File: config.mk
export PLATFORM = sky130hd
export DESIGN_NAME = ufo_core
export DESIGN_NICKNAME = d
export VERILOG_FILES = /design/src/ufo_pkg.sv /design/src/ufo_core.sv
export SDC_FILE = /design/constraint.sdc
export NUM_CORES = 1
export LEC_CHECK = 0
export ABC_AREA = 1
export BUFFER_PORTS_ARGS = -buffer_cell sky130_fd_sc_hd__buf_4
export CAP_MARGIN = 20
export CORE_MARGIN = 1
export CORE_UTILIZATION = 64
export DETAILED_ROUTE_END_ITERATION = 7
export PLACE_DENSITY = 0.95
export SYNTH_ARGS = -nofsm -noshare
export SYNTH_HDL_FRONTEND = slang
export SYNTH_SLANG_ARGS = --single-unit
File: constraint.sdc
create_clock -name sys_clk -period 6.1 [get_ports sys_clk]
set_input_delay 1.525 -clock sys_clk [delete_from_list [all_inputs] [get_ports sys_clk]]
set_output_delay 1.525 -clock sys_clk [all_outputs]
set_load 0.005 [all_outputs]
File: src/ufo_pkg.sv
// Constants and carrier types for the serial flag and overrun controller
package ufo_pkg;
   localparam logic [12:0] UFO_DIV_RST   = 13'h0000;
   localparam logic [3:0]  UFO_OS_LAST   = 4'hf;
   localparam logic [3:0]  UFO_OS_SAMPLE = 4'h7;
   localparam logic [3:0]  UFO_OS_LOAD   = 4'h8;
   localparam logic [3:0]  UFO_FRAME8    = 4'ha;
   localparam logic [3:0]  UFO_FRAME9    = 4'hb;
   localparam logic [7:0]  UFO_MAP_BYTES = 8'h20;

   typedef enum logic [2:0] {TX_OFF, TX_IDLE, TX_PRE, TX_START, TX_DATA, TX_STOP} ufo_tx_t;
   typedef enum logic [1:0] {RX_IDLE, RX_START, RX_DATA, RX_STOP} ufo_rx_t;

   typedef struct packed {
      logic             tx_enable;
      logic             nine_bit;
      logic             smartcard_mode_enable;
      logic             smartcard_protocol_select;
      logic             overflow_nack_enable;
      logic             rx_standby;
      logic [1:0]       match_en;
      logic [7:0]       match_addr_one;
      logic [7:0]       match_addr_two;
      logic [2:0][15:0] wait_limit;
   } ufo_cfg_t;

   typedef struct packed {
      logic       div_hi_wr;
      logic       div_lo_wr;
      logic       tx_wr;
      logic       rx_rd;
      logic       or_clr;
      logic       idle_clr;
      logic [2:0] wait_clr;
   } ufo_cmd_t;

   typedef struct packed {
      logic tx_buffer_empty_flag;
      logic rx_full_flag;
      logic overrun_flag;
      logic idle_flag;
      logic match_hit;
      logic bus_error;
      logic char_wait_flag;
      logic block_wait_flag;
      logic general_wait_flag;
   } ufo_stat_t;

   typedef struct packed {
      logic [12:0]      div;
      logic [4:0]       div_hi;
      logic [12:0]      bcnt;
      logic [3:0]       etu_os;
      logic             te_q;
      logic             pre_pend;
      ufo_tx_t          tx_st;
      logic [3:0]       tx_os;
      logic [3:0]       tx_bit;
      logic [8:0]       tx_sh;
      logic             sh_valid;
      logic [8:0]       tx_buf;
      logic             tx_full;
      logic             tx_pin;
      logic             rx_s1;
      logic             rx_s2;
      ufo_rx_t          rx_st;
      logic [3:0]       rx_os;
      logic [3:0]       rx_bit;
      logic [8:0]       rx_sh;
      logic [8:0]       rx_buf;
      logic             rx_full;
      logic             overrun;
      logic             idle_flag;
      logic [7:0]       idle_cnt;
      logic             armed;
      logic             nack_commit;
      logic             nack_on;
      logic [3:0]       nack_os;
      logic [7:0]       nack_cnt;
      logic             match_hit;
      logic [2:0][15:0] wcnt;
      logic [2:0]       wflag;
      logic             bus_err;
   } ufo_state_t;
endpackage : ufo_pkg

File: src/ufo_core.sv
// Serial transceiver flag, preamble, overrun, nack, match and wait-timer logic
`timescale 1ns/10ps
module ufo_core
   import ufo_pkg::*;
(
   input  wire logic                sys_clk,         // 200 MHz module clock
   input  wire logic                rst,             // Synchronous reset, active high
   input  wire logic                ce,              // Clock enable, freezes all state
   input  wire ufo_pkg::ufo_cfg_t   cfg,             // Configuration levels
   input  wire ufo_pkg::ufo_cmd_t   cmd,             // One-cycle command strobes
   input  wire logic [7:0]          div_data,        // Divisor byte for either write
   input  wire logic [8:0]          tx_data,         // Word to send, bit 8 is ninth_tx_bit
   input  wire logic                reg_sel,         // Register access strobe
   input  wire logic [7:0]          reg_addr,        // Register access byte address
   input  wire logic                rx_pin,          // Serial line in, asynchronous
   output      logic                tx_pin,          // Serial line out
   output      logic [8:0]          rx_data,         // Last stored word
   output      logic [7:0]          rx_nack_counter, // Count of nacked words
   output      ufo_pkg::ufo_stat_t  stat             // Status flags
);
   import ufo_pkg::*;

   ufo_state_t r;
   ufo_state_t n;
   logic       tick;
   logic       etu;
   logic       tx_end;
   logic       tx_go;
   logic       rx_samp;
   logic       rx_end;
   logic       rx_go;
   logic       rxl;
   logic       word_done;
   logic       idle_hit;
   logic       full_now;
   logic       sc_nack;
   logic [3:0] nbits;
   logic [3:0] frame;
   logic [2:0] viol;
   logic [2:0] wrst;

   always_comb begin
      n         = r;
      tick      = 1'b0;
      tx_go     = 1'b0;
      rx_go     = 1'b0;
      word_done = 1'b0;
      nbits     = cfg.nine_bit ? 4'h9 : 4'h8;
      frame     = cfg.nine_bit ? UFO_FRAME9 : UFO_FRAME8;
      sc_nack   = cfg.smartcard_mode_enable && !cfg.smartcard_protocol_select &&
                  cfg.overflow_nack_enable;

      // Low byte commits the staged high byte, so a lone high write changes nothing
      if (cmd.div_hi_wr) n.div_hi = div_data[4:0];
      if (cmd.div_lo_wr) n.div = {r.div_hi, div_data};
      if (r.div == 13'h0000) begin
         n.bcnt = 13'h0000;
      end else if (r.bcnt >= r.div - 13'h0001) begin
         n.bcnt = 13'h0000;
         tick   = 1'b1;
      end else begin
         n.bcnt = r.bcnt + 13'h0001;
      end
      // A new divisor restarts the count so no stale count meets a smaller divisor
      if (cmd.div_lo_wr) n.bcnt = 13'h0000;
      if (tick) n.etu_os = r.etu_os + 4'h1;
      etu = tick && (r.etu_os == UFO_OS_LAST);

      // Transmitter
      n.te_q = cfg.tx_enable;
      if (cfg.tx_enable && !r.te_q) n.pre_pend = 1'b1;
      if (cmd.tx_wr && !r.tx_full) begin
         n.tx_buf  = tx_data;
         n.tx_full = 1'b1;
      end
      if (tick) n.tx_os = r.tx_os + 4'h1;
      tx_end = tick && (r.tx_os == UFO_OS_LAST);
      unique case (r.tx_st)
         TX_OFF: begin
            n.tx_os = 4'h0;
            if (cfg.tx_enable) n.tx_st = TX_IDLE;
         end
         TX_IDLE: begin
            n.tx_os  = 4'h0;
            n.tx_bit = 4'h0;
            if (!cfg.tx_enable) begin
               n.tx_st = TX_OFF;
            // A word already in the shifter ends the old message before the preamble
            end else if (r.sh_valid) begin
               n.tx_st = TX_START;
               tx_go   = 1'b1;
            end else if (r.pre_pend) begin
               n.tx_st = TX_PRE;
            end else if (r.tx_full) begin
               n.tx_sh    = r.tx_buf;
               n.sh_valid = 1'b1;
               n.tx_full  = 1'b0;
            end
         end
         TX_PRE: begin
            if (tx_end) begin
               n.tx_bit = r.tx_bit + 4'h1;
               if (r.tx_bit == frame - 4'h1) begin
                  n.pre_pend = 1'b0;
                  n.tx_st    = TX_IDLE;
               end
            end
         end
         TX_START: begin
            if (tx_end) begin
               n.tx_st  = TX_DATA;
               n.tx_bit = 4'h0;
            end
         end
         TX_DATA: begin
            if (tx_end) begin
               if (r.tx_bit == nbits - 4'h1) begin
                  n.tx_st    = TX_STOP;
                  n.sh_valid = 1'b0;
               end else begin
                  n.tx_bit = r.tx_bit + 4'h1;
               end
            end
         end
         TX_STOP: begin
            // Early load lets the next frame follow with no idle gap
            // A queued preamble holds the next word back until it has gone out
            if (tick && r.tx_os == UFO_OS_LOAD && r.tx_full && !r.sh_valid &&
                !r.pre_pend) begin
               n.tx_sh    = r.tx_buf;
               n.sh_valid = 1'b1;
               n.tx_full  = 1'b0;
            end
            if (tx_end) n.tx_st = TX_IDLE;
         end
         default: n.tx_st = TX_OFF;
      endcase

      // Receiver
      n.rx_s1  = rx_pin;
      n.rx_s2  = r.rx_s1;
      rxl      = r.rx_s2;
      full_now = r.rx_full && !cmd.rx_rd;
      if (cmd.rx_rd) n.rx_full = 1'b0;
      if (cmd.or_clr) n.overrun = 1'b0;
      if (cmd.idle_clr) n.idle_flag = 1'b0;
      n.match_hit = 1'b0;
      if (tick) n.rx_os = r.rx_os + 4'h1;
      rx_samp = tick && (r.rx_os == UFO_OS_SAMPLE);
      rx_end  = tick && (r.rx_os == UFO_OS_LAST);
      unique case (r.rx_st)
         RX_IDLE: begin
            n.rx_os = 4'h0;
            if (!rxl) begin
               n.rx_st = RX_START;
               rx_go   = 1'b1;
            end
         end
         RX_START: begin
            n.rx_sh = 9'h000;
            if (rx_samp && rxl) begin
               n.rx_st = RX_IDLE;
            end else if (rx_end) begin
               n.rx_st  = RX_DATA;
               n.rx_bit = 4'h0;
            end
         end
         RX_DATA: begin
            if (rx_samp) begin
               n.rx_sh[r.rx_bit] = rxl;
               // Commit happens at the last data bit, before the word is complete
               if (r.rx_bit == nbits - 4'h1 && sc_nack && full_now)
                  n.nack_commit = 1'b1;
            end
            if (rx_end) begin
               if (r.rx_bit == nbits - 4'h1) n.rx_st = RX_STOP;
               else n.rx_bit = r.rx_bit + 4'h1;
            end
         end
         RX_STOP: begin
            if (rx_samp) begin
               word_done = 1'b1;
               n.rx_st   = RX_IDLE;
            end
         end
      endcase

      if (word_done) begin
         n.nack_commit = 1'b0;
         if (r.nack_commit) begin
            n.nack_cnt = r.nack_cnt + 8'h01;
            n.nack_on  = 1'b1;
            n.nack_os  = 4'h0;
            if (full_now) n.overrun = 1'b1;
         end else if (!r.overrun && full_now) begin
            n.overrun = 1'b1;
         end else if (!r.overrun) begin
            n.rx_buf  = r.rx_sh;
            n.rx_full = 1'b1;
            n.match_hit = (cfg.match_en[0] && r.rx_sh[7:0] == cfg.match_addr_one) ||
                          (cfg.match_en[1] && r.rx_sh[7:0] == cfg.match_addr_two);
         end
      end
      if (r.nack_on && tick) begin
         n.nack_os = r.nack_os + 4'h1;
         if (r.nack_os == UFO_OS_LAST) n.nack_on = 1'b0;
      end

      // Idle detection needs a low bit since the last one, also under rx_standby
      idle_hit = r.armed && (r.rx_st == RX_IDLE) && (r.idle_cnt >= {frame, 4'h0});
      if (idle_hit) begin
         n.armed = 1'b0;
         if (!r.overrun) n.idle_flag = 1'b1;
      end
      // A low sample in the detecting cycle must still arm the next detection
      if (!rxl) begin
         n.idle_cnt = 8'h00;
         n.armed    = 1'b1;
      end else if (tick && r.idle_cnt != 8'hff) begin
         n.idle_cnt = r.idle_cnt + 8'h01;
      end

      // Wait timers: 0 char, 1 block, 2 general; counted in bit times
      wrst = {rx_go | tx_go, tx_go, rx_go};
      for (int i = 0; i < 3; i++) begin
         if (wrst[i]) n.wcnt[i] = 16'h0000;
         else if (etu && r.wcnt[i] != 16'hffff) n.wcnt[i] = r.wcnt[i] + 16'h0001;
         viol[i] = cfg.smartcard_mode_enable && (cfg.wait_limit[i] != 16'h0000) &&
                   (r.wcnt[i] >= cfg.wait_limit[i]);
         // Clear wins its own cycle; a lasting violation sets the flag next cycle
         n.wflag[i] = cmd.wait_clr[i] ? 1'b0 : (r.wflag[i] | viol[i]);
      end

      n.bus_err = reg_sel && (reg_addr >= UFO_MAP_BYTES);

      unique case (n.tx_st)
         TX_START: n.tx_pin = 1'b0;
         TX_DATA:  n.tx_pin = n.tx_sh[n.tx_bit];
         default:  n.tx_pin = 1'b1;
      endcase
      if (n.nack_on) n.tx_pin = 1'b0;
   end

   always_ff @(posedge sys_clk) begin
      if (rst) begin
         r        <= '0;
         r.div    <= UFO_DIV_RST;
         r.tx_pin <= 1'b1;
         r.rx_s1  <= 1'b1;
         r.rx_s2  <= 1'b1;
      end else if (ce) begin
         r <= n;
      end
   end

   assign tx_pin                    = r.tx_pin;
   assign rx_data                   = r.rx_buf;
   assign rx_nack_counter           = r.nack_cnt;
   assign stat.tx_buffer_empty_flag = !r.tx_full;
   assign stat.rx_full_flag         = r.rx_full;
   assign stat.overrun_flag         = r.overrun;
   assign stat.idle_flag            = r.idle_flag;
   assign stat.match_hit            = r.match_hit;
   assign stat.bus_error            = r.bus_err;
   assign stat.char_wait_flag       = r.wflag[0];
   assign stat.block_wait_flag      = r.wflag[1];
   assign stat.general_wait_flag    = r.wflag[2];
endmodule : ufo_core

==> impl_metrics.toml, run 1 <==
[synthesis]
synthesis.nets = 1833
synth_warnings = 0
synth.distinct_cells = 59
synth_xor_area_frac = 0.0295
synth_top_family_by_area = "simple AND/OR/NAND/NOR gates"
synth-compound-area-share = 0.169
seq_area_frac_synth = 0.316
synth_adder_area_share = 0.0898
synthCells = 1641
synthSimpleGateAreaFrac = 0.281
muxShareOfSynthArea = 0
synth_area_mm2 = 0.0113
ys_ff_latch = 178
syn_area_per_cell_um2 = 6.88

[routing]
via_per_inst = 5.78
postRouteAntennaNets = 0
routed_wire_length_per_instance_um = 14.2
wirelength_um = 27900
route.detailed.drc = 0
first_pass_iters = 8
first_iter_violations = 917
vias = 11400

[placed_design]
place_area_mm2 = 0.0122
hpwl_um = 20200
dp.cells = 1935
place.port_buffers = 131
place.gp.congestion = 0.916
dp_slack_ps = 1760

[job]
max_cap_violations = 0

[clocking]
cts_buffers = 17
cts_tree = "built"
htree_levels = 4
cts.path.max_buffers = 2
cts_resized = 0
clock_latency_ps = 430
cts_setup_buffers = 0
ctsRootBufferMaster = "clkbuf_16"
cts_hold_buf = 0
path_clk_slew_ps = 70
cts_num_sinks = 178

[die]
die_h_um = 135
die_area_mm2 = 0.0182
top_level_ports = 138
die_w_um = 135
start_util = 0.655
rows = 48
core_area_mm2 = 0.0172

[sta]
rsz0062_at_grt = "no"
finalSetupTns_ps = 0
tightest_slew_ps = 912
timing.final.ws_setup_ps = 1660
hold_viol_final = 0
hold-worst-slack_ps = 446
slew_headroom = 0.384
period_share = 0.728
period_needed_ps = 4440
finalSetupViolations = 0
fin_skew_ps = 11.1
drv_slew = 0
max_freq_ghz = 0.225

[worst_setup_path]
slowest_stage = "nor2_2"
worst-path-buf-inv = 3
critical-path-top-delay-family = "simple AND/OR/NAND/NOR gates"
critical_path_class = "flip-flop to flip-flop"
end_kind = "flip-flop"
cp_common_cell = "nor2_1"
crit_arrival_ps = 4770
max_stage_delay_ps = 410
path_cells = "nor2_1 -> inv_1 -> nor4_1 -> nand4_1 -> nor3_1 -> xor2_1 -> inv_1 -> ha_1 -> nand2_1 -> nor2_2 -> nand2_1 -> nor2_1 -> nor2_1 -> nand3_4 -> nand2_4 -> nor2_2 -> nand4_1 -> nand2_1 -> inv_2 -> nor3_4 -> nand3_2 -> nor3b_1 -> nor2_1"
cp.depth = 23
start_kind = "flip-flop"
worstPathRequired_ps = 6420
worstPathMaxFanout = 12
r2r_cells = 23

[global_routing]
grt_pass1_wl_um = 46300
grt_use_total = 0.310
antenna_found_initial = 0
grt_pass1_vias = 10800
grt_remaining_overflow = 0
grt_start_max_net_pins = 79

[run_status]
status = "finished clean"

[hold_path]
hold_class = "flip-flop to flip-flop"
hold_path_depth = 2

[layout]
final_common_cell = "nand2_1"
utilization = 0.740
final_area_mm2 = 0.0127
nets = 1921
antennaDiodeCount = 0
fin_cells = 1967
final_cell_mix = "nand2_1, inv_1, nor2_1"
drive_gt1_frac = 0.131
area_growth_pct = 13.0

[power]
power.total_mw = 2.61
peakVddDrop_uv = 210
pwr-share-clk = 0.398
cellLeakagePower_nw = 5.64
seq_power_share = 0.465
powerDensity_mw_per_mm2 = 205
p_sw_uw = 715
swShare = 0.273
p_int_mw = 1.90
pwr-share-comb = 0.137
power groups by stage:
stage | Sequential, mW | Combinational (mW) | Clock, mW
floorplan | 1.23 | 0.233 | 0
global placement | 1.24 | 0.333 | 0
detailed placement | 1.24 | 0.349 | 0
CTS | 1.22 | 0.354 | 1.04
global route | 1.22 | 0.402 | 1.09
finish | 1.22 | 0.359 | 1.04
state kept, by name, summed over array words and instances (netlist names), named ones only:
| name | count |
|---|---|
| r | 149 |
| n | 1 |
| rx_nack_counter | 8 |
| tx_pin | 1 |
| rx_data | 9 |
| rxl | 1 |
| stat | 8 |
worst reg2reg max path: stages (launching register included):
cell	delay [ps]
dfxtp_1	360
nor2_1	120
inv_1	80
nor4_1	400
nand4_1	230
nor3_1	220
xor2_1	170
inv_1	60
ha_1	290
nand2_1	70
nor2_2	120
nand2_1	70
nor2_1	100
nor2_1	70
nand3_4	120
nand2_4	110
nor2_2	410
nand4_1	160
nand2_1	370
inv_2	200
nor3_4	200
nand3_2	150
nor3b_1	210
nor2_1	60
area by class of cell:
class	instances	area, um^2
clock inverter	13	109
timing repair buffer	134	1010
fill	1272	4490
clock buffer	19	443
inverter	244	921
sequential	178	3560
multi-input combinational	1154	6420
tap	225	282
routing by layer:
metal,track usage,part of all wire
met1,0.360,0.41
met2,0.558,0.50
met3,0.0469,0.066
met4,0.146,0.026
met5,0,0
cells in the mapped netlist, drive strengths merged:
master,n,area (um^2)
nand4,28,181
a31oi,10,62.6
clkinv,2,7.51
o311a,1,10.0
and3,7,43.8
a31o,1,8.76
a21oi,155,780
o41ai,1,8.76
o31ai,4,30.0
nand3b,3,22.5
o311ai,3,26.3
nor3,50,314
buf,36,265
o21bai,1,7.51
or2,9,56.3
xnor2,10,87.6
a2bb2oi,2,17.5
ha,81,1010
a211oi,15,113
o221ai,2,17.5
a41oi,2,17.5
a21o,3,30.0
nor4,22,138
nand2,269,1040
nor2,207,825
nand3,87,490
xor2,28,245
a2111oi,1,8.76
o221a,1,11.3
nor3b,6,45.0
or3b,1,8.76
or3,1,6.26
o21ai,132,664
clkbuf,29,109
inv,242,913
o21a,2,15.0
o211ai,5,37.5
a221oi,1,8.76
dfxtp,178,3560
o32ai,1,8.76
o211a,2,20.0
worst paths after layout:
kind	start	end	slack, ps
worst min register to register	rx_data[0]	rx_data[0]	450
worst max register to register	r[167]	r[33]	1660
worst max-delay path	r[167]	r[33]	1660
worst min-delay path	rx_data[0]	rx_data[0]	450
cell families (layout without fill, tap and decap cells):
kind of cell | Yosys count | count (layout)
buf+inv | 309 | 410
xor+xnor | 38 | 38
compound gates | 345 | 345
flops | 178 | 178
fa+ha+maj | 81 | 81
simple gates | 690 | 690
Note: power is estimated with default switching activity, not from simulation.
==> run 2: changes to the inputs <==
--- a/config.mk
+++ b/config.mk
@@ -5,13 +5,13 @@
 export SDC_FILE = /design/constraint.sdc
 export NUM_CORES = 1
 export LEC_CHECK = 0
-export ABC_AREA = 1
+export ABC_AREA = 0
 export BUFFER_PORTS_ARGS = -buffer_cell sky130_fd_sc_hd__buf_4
 export CAP_MARGIN = 20
 export CORE_MARGIN = 1
-export CORE_UTILIZATION = 64
+export CORE_UTILIZATION = 59
 export DETAILED_ROUTE_END_ITERATION = 7
-export PLACE_DENSITY = 0.95
+export PLACE_DENSITY = 0.91
 export SYNTH_ARGS = -nofsm -noshare
 export SYNTH_HDL_FRONTEND = slang
 export SYNTH_SLANG_ARGS = --single-unit
==> constraint.sdc (replaced) <==
create_clock -name sys_clk -period 4.65 [get_ports sys_clk]
set_input_delay 1.1625 -clock sys_clk [delete_from_list [all_inputs] [get_ports sys_clk]]
set_output_delay 1.1625 -clock sys_clk [all_outputs]
set_load 0.005 [all_outputs]
==> impl_metrics.toml, run 2 <==
[run_status]
status = "finished clean"

[clocking]
htree_levels = 4
ctsRootBufferMaster = "clkbuf_16"
cts.path.max_buffers = 2
cts_tree = "built"
cts_buffers = 17
path_clk_slew_ps = 70
cts_setup_buffers = 0
cts_num_sinks = 178
clock_latency_ps = 440

[synthesis]
synthesis.nets = 1519
synth_xor_area_frac = 0.0652
synth_most_common_cell = "dfxtp_1"
synthFlopType = "dfxtp_1"
synthCells = 1327
synth_area_mm2 = 0.0106
synthSimpleGateAreaFrac = 0.237
seq_area_frac_synth = 0.336
synth-compound-area-share = 0.164
yosys-top-cells-count = "dfxtp_1, nor2_1, nand2_1"
synth-edff-count = 0
synth_adder_area_share = 0.0955
muxShareOfSynthArea = 0.0375
ys_top_cells_by_area = "dfxtp_1, ha_1, nor2_1"
synth.distinct_cells = 72
synth.top_cell.area_share = 0.336
syn_area_per_cell_um2 = 8.00
synth_top_family_by_area = "simple AND/OR/NAND/NOR gates"
synth_warnings = 0
ys_ff_latch = 178
postSynth.asyncResetShare = 0
synth_top_area_cell = "dfxtp_1"

[sta]
period_share = 0.980
hold_viol_final = 0
fin_skew_ps = 8.61
hold-worst-slack_ps = 460
timing.final.ws_setup_ps = 95.3
max_freq_ghz = 0.220
slew_headroom = 0.391
finalSetupViolations = 0
rsz0062_at_grt = "yes"
tightest_slew_ps = 914
period_needed_ps = 4550
drv_slew = 0

[die]
top_level_ports = 138
rows = 48
die_area_mm2 = 0.0185
start_util = 0.609
die_w_um = 136
core_area_mm2 = 0.0174
die_h_um = 136

[routing]
vias = 9780
first_iter_violations = 761
route.detailed.drc = 0
routed_wire_length_per_instance_um = 15.2
wirelength_um = 25300
via_per_inst = 5.87
first_pass_iters = 7
postRouteAntennaNets = 0

[worst_setup_path]
critical-path-top-delay-family = "compound AO/OA/AOI/OAI gates"
critical_path_class = "flip-flop to flip-flop"
max_stage_delay_ps = 390
worstPathMaxFanout = 5
slowest_stage = "or3_1"
start_kind = "flip-flop"
crit_arrival_ps = 4910
r2r_cells = 21
path_cells = "or3_1 -> or3_4 -> nor3_4 -> nand2b_1 -> nor4_2 -> xnor2_1 -> ha_1 -> nand4_1 -> a2111oi_4 -> nand2_2 -> a21boi_4 -> inv_1 -> ha_1 -> a211oi_1 -> a31oi_1 -> o22a_1 -> o211ai_1 -> nor2b_1 -> a22oi_1 -> a211oi_2 -> a211oi_1"
end_kind = "flip-flop"
worst-path-buf-inv = 1
worstPathRequired_ps = 5000
cp.depth = 21

[layout]
drive_gt1_frac = 0.148
top_register = "r"
utilization = 0.706
final_area_mm2 = 0.0123
area_growth_pct = 16.0
final_cell_mix = "dfxtp_1, nor2_1, buf_4"
final_common_cell = "dfxtp_1"
antennaDiodeCount = 0
largest_reg_flops = 149
nets = 1621

[power]
peakVddDrop_uv = 301
seq_power_share = 0.472
power.total_mw = 3.32
p_sw_uw = 826
pwr-share-comb = 0.103
p_int_mw = 2.50
powerDensity_mw_per_mm2 = 270
cellLeakagePower_nw = 5.51
swShare = 0.249
pwr-share-clk = 0.425

[global_routing]
grt_pass1_wl_um = 42100
grt_remaining_overflow = 0
antenna_found_initial = 0
grt_pass1_vias = 9485
grt_start_max_net_pins = 91
grt_use_total = 0.279

[placed_design]
hpwl_um = 18400
place.gp.congestion = 0.886
place.port_buffers = 131
dp_slack_ps = -103
place_area_mm2 = 0.0117

[hold_path]
hold_path_depth = 2
hold_class = "flip-flop to flip-flop"

[job]
max_cap_violations = 0
==> run 2: cell count changes in the layout (fill, tap and decap cells not counted), sizes merged, moves of 33 or more <==
cell and delta:
nor2 -45, nand2 -135, nand3 -46, a21oi -43, o21ai -76, inv -156
mux2i +33
==> run 2: cells by family after synthesis <==
| family | after synthesis |
|---|---|
| simple gates | 519 |
| fa+ha+maj | 81 |
| compound gates | 277 |
| mux | 39 |
| xor+xnor | 79 |
| flops | 178 |
| buf+inv | 154 |
==> run 2: worst paths after layout <==
check         start     end  slack [ps]
max          r[167]  tx_pin         100
min          r[160]  r[160]         460
max reg2reg  r[167]  tx_pin         100
min reg2reg  r[160]  r[160]         460
==> run 2: power groups by stage <==
stage	sequential, mW	clock (mW)	combinational [mW]
6_report	1.57	1.41	0.342
5_1_grt	1.57	1.49	0.379
4_1_cts	1.57	1.42	0.337
3_5_place_dp	1.60	0	0.330
3_3_place_gp	1.60	0	0.317
2_1_floorplan	1.59	0	0.200
==> run 2: area by class of cell <==
| type | instances | area [um^2] |
|---|---|---|
| flip-flops and latches | 178 | 3560 |
| clock buffers | 21 | 480 |
| repair buffers | 151 | 1130 |
| fillers | 1332 | 5110 |
| multi-input cells | 995 | 6420 |
| well taps | 225 | 282 |
| inverters | 86 | 323 |
| clock inverters | 11 | 100 |
==> run 2: worst reg2reg max path, cell delays in order, from the launching register on <==
cell and delay [ps]:
dfxtp_1 320, or3_1 390, or3_4 360, nor3_4 140
nand2b_1 130, nor4_2 180, xnor2_1 100, ha_1 330
nand4_1 170, a2111oi_4 290, nand2_2 130, a21boi_4 150
inv_1 70, ha_1 270, a211oi_1 230, a31oi_1 60
o22a_1 220, o211ai_1 220, nor2b_1 160, a22oi_1 250
a211oi_2 100, a211oi_1 210
==> run 2: repair_timing <==
item | in CTS | in global routing
hold buffers | 0 | 0
gates resized for setup | 2 | 8
cloned | 0 | 0
pin swaps | 1 | 1
setup endpoints to repair | 1 | 18
==> run 2: metrics by stage <==
stage                     setup TNS [ps]  cells
after detailed placement            -103   1635
after CTS                              0   1667
final                                  0   1667
after floorplan                        0   1327
after global placement                 0   1635
after global routing                -276   1667
==> run 2: routing by layer <==
metal | routed length, um | vias up | global-route usage
met5 | 0 | - | 0
met1 | 10700 | 4644 | 0.323
met4 | 530 | 0 | 0.122
li1 | - | 4818 | -
met2 | 12800 | 259 | 0.499
met3 | 1200 | 59 | 0.0488
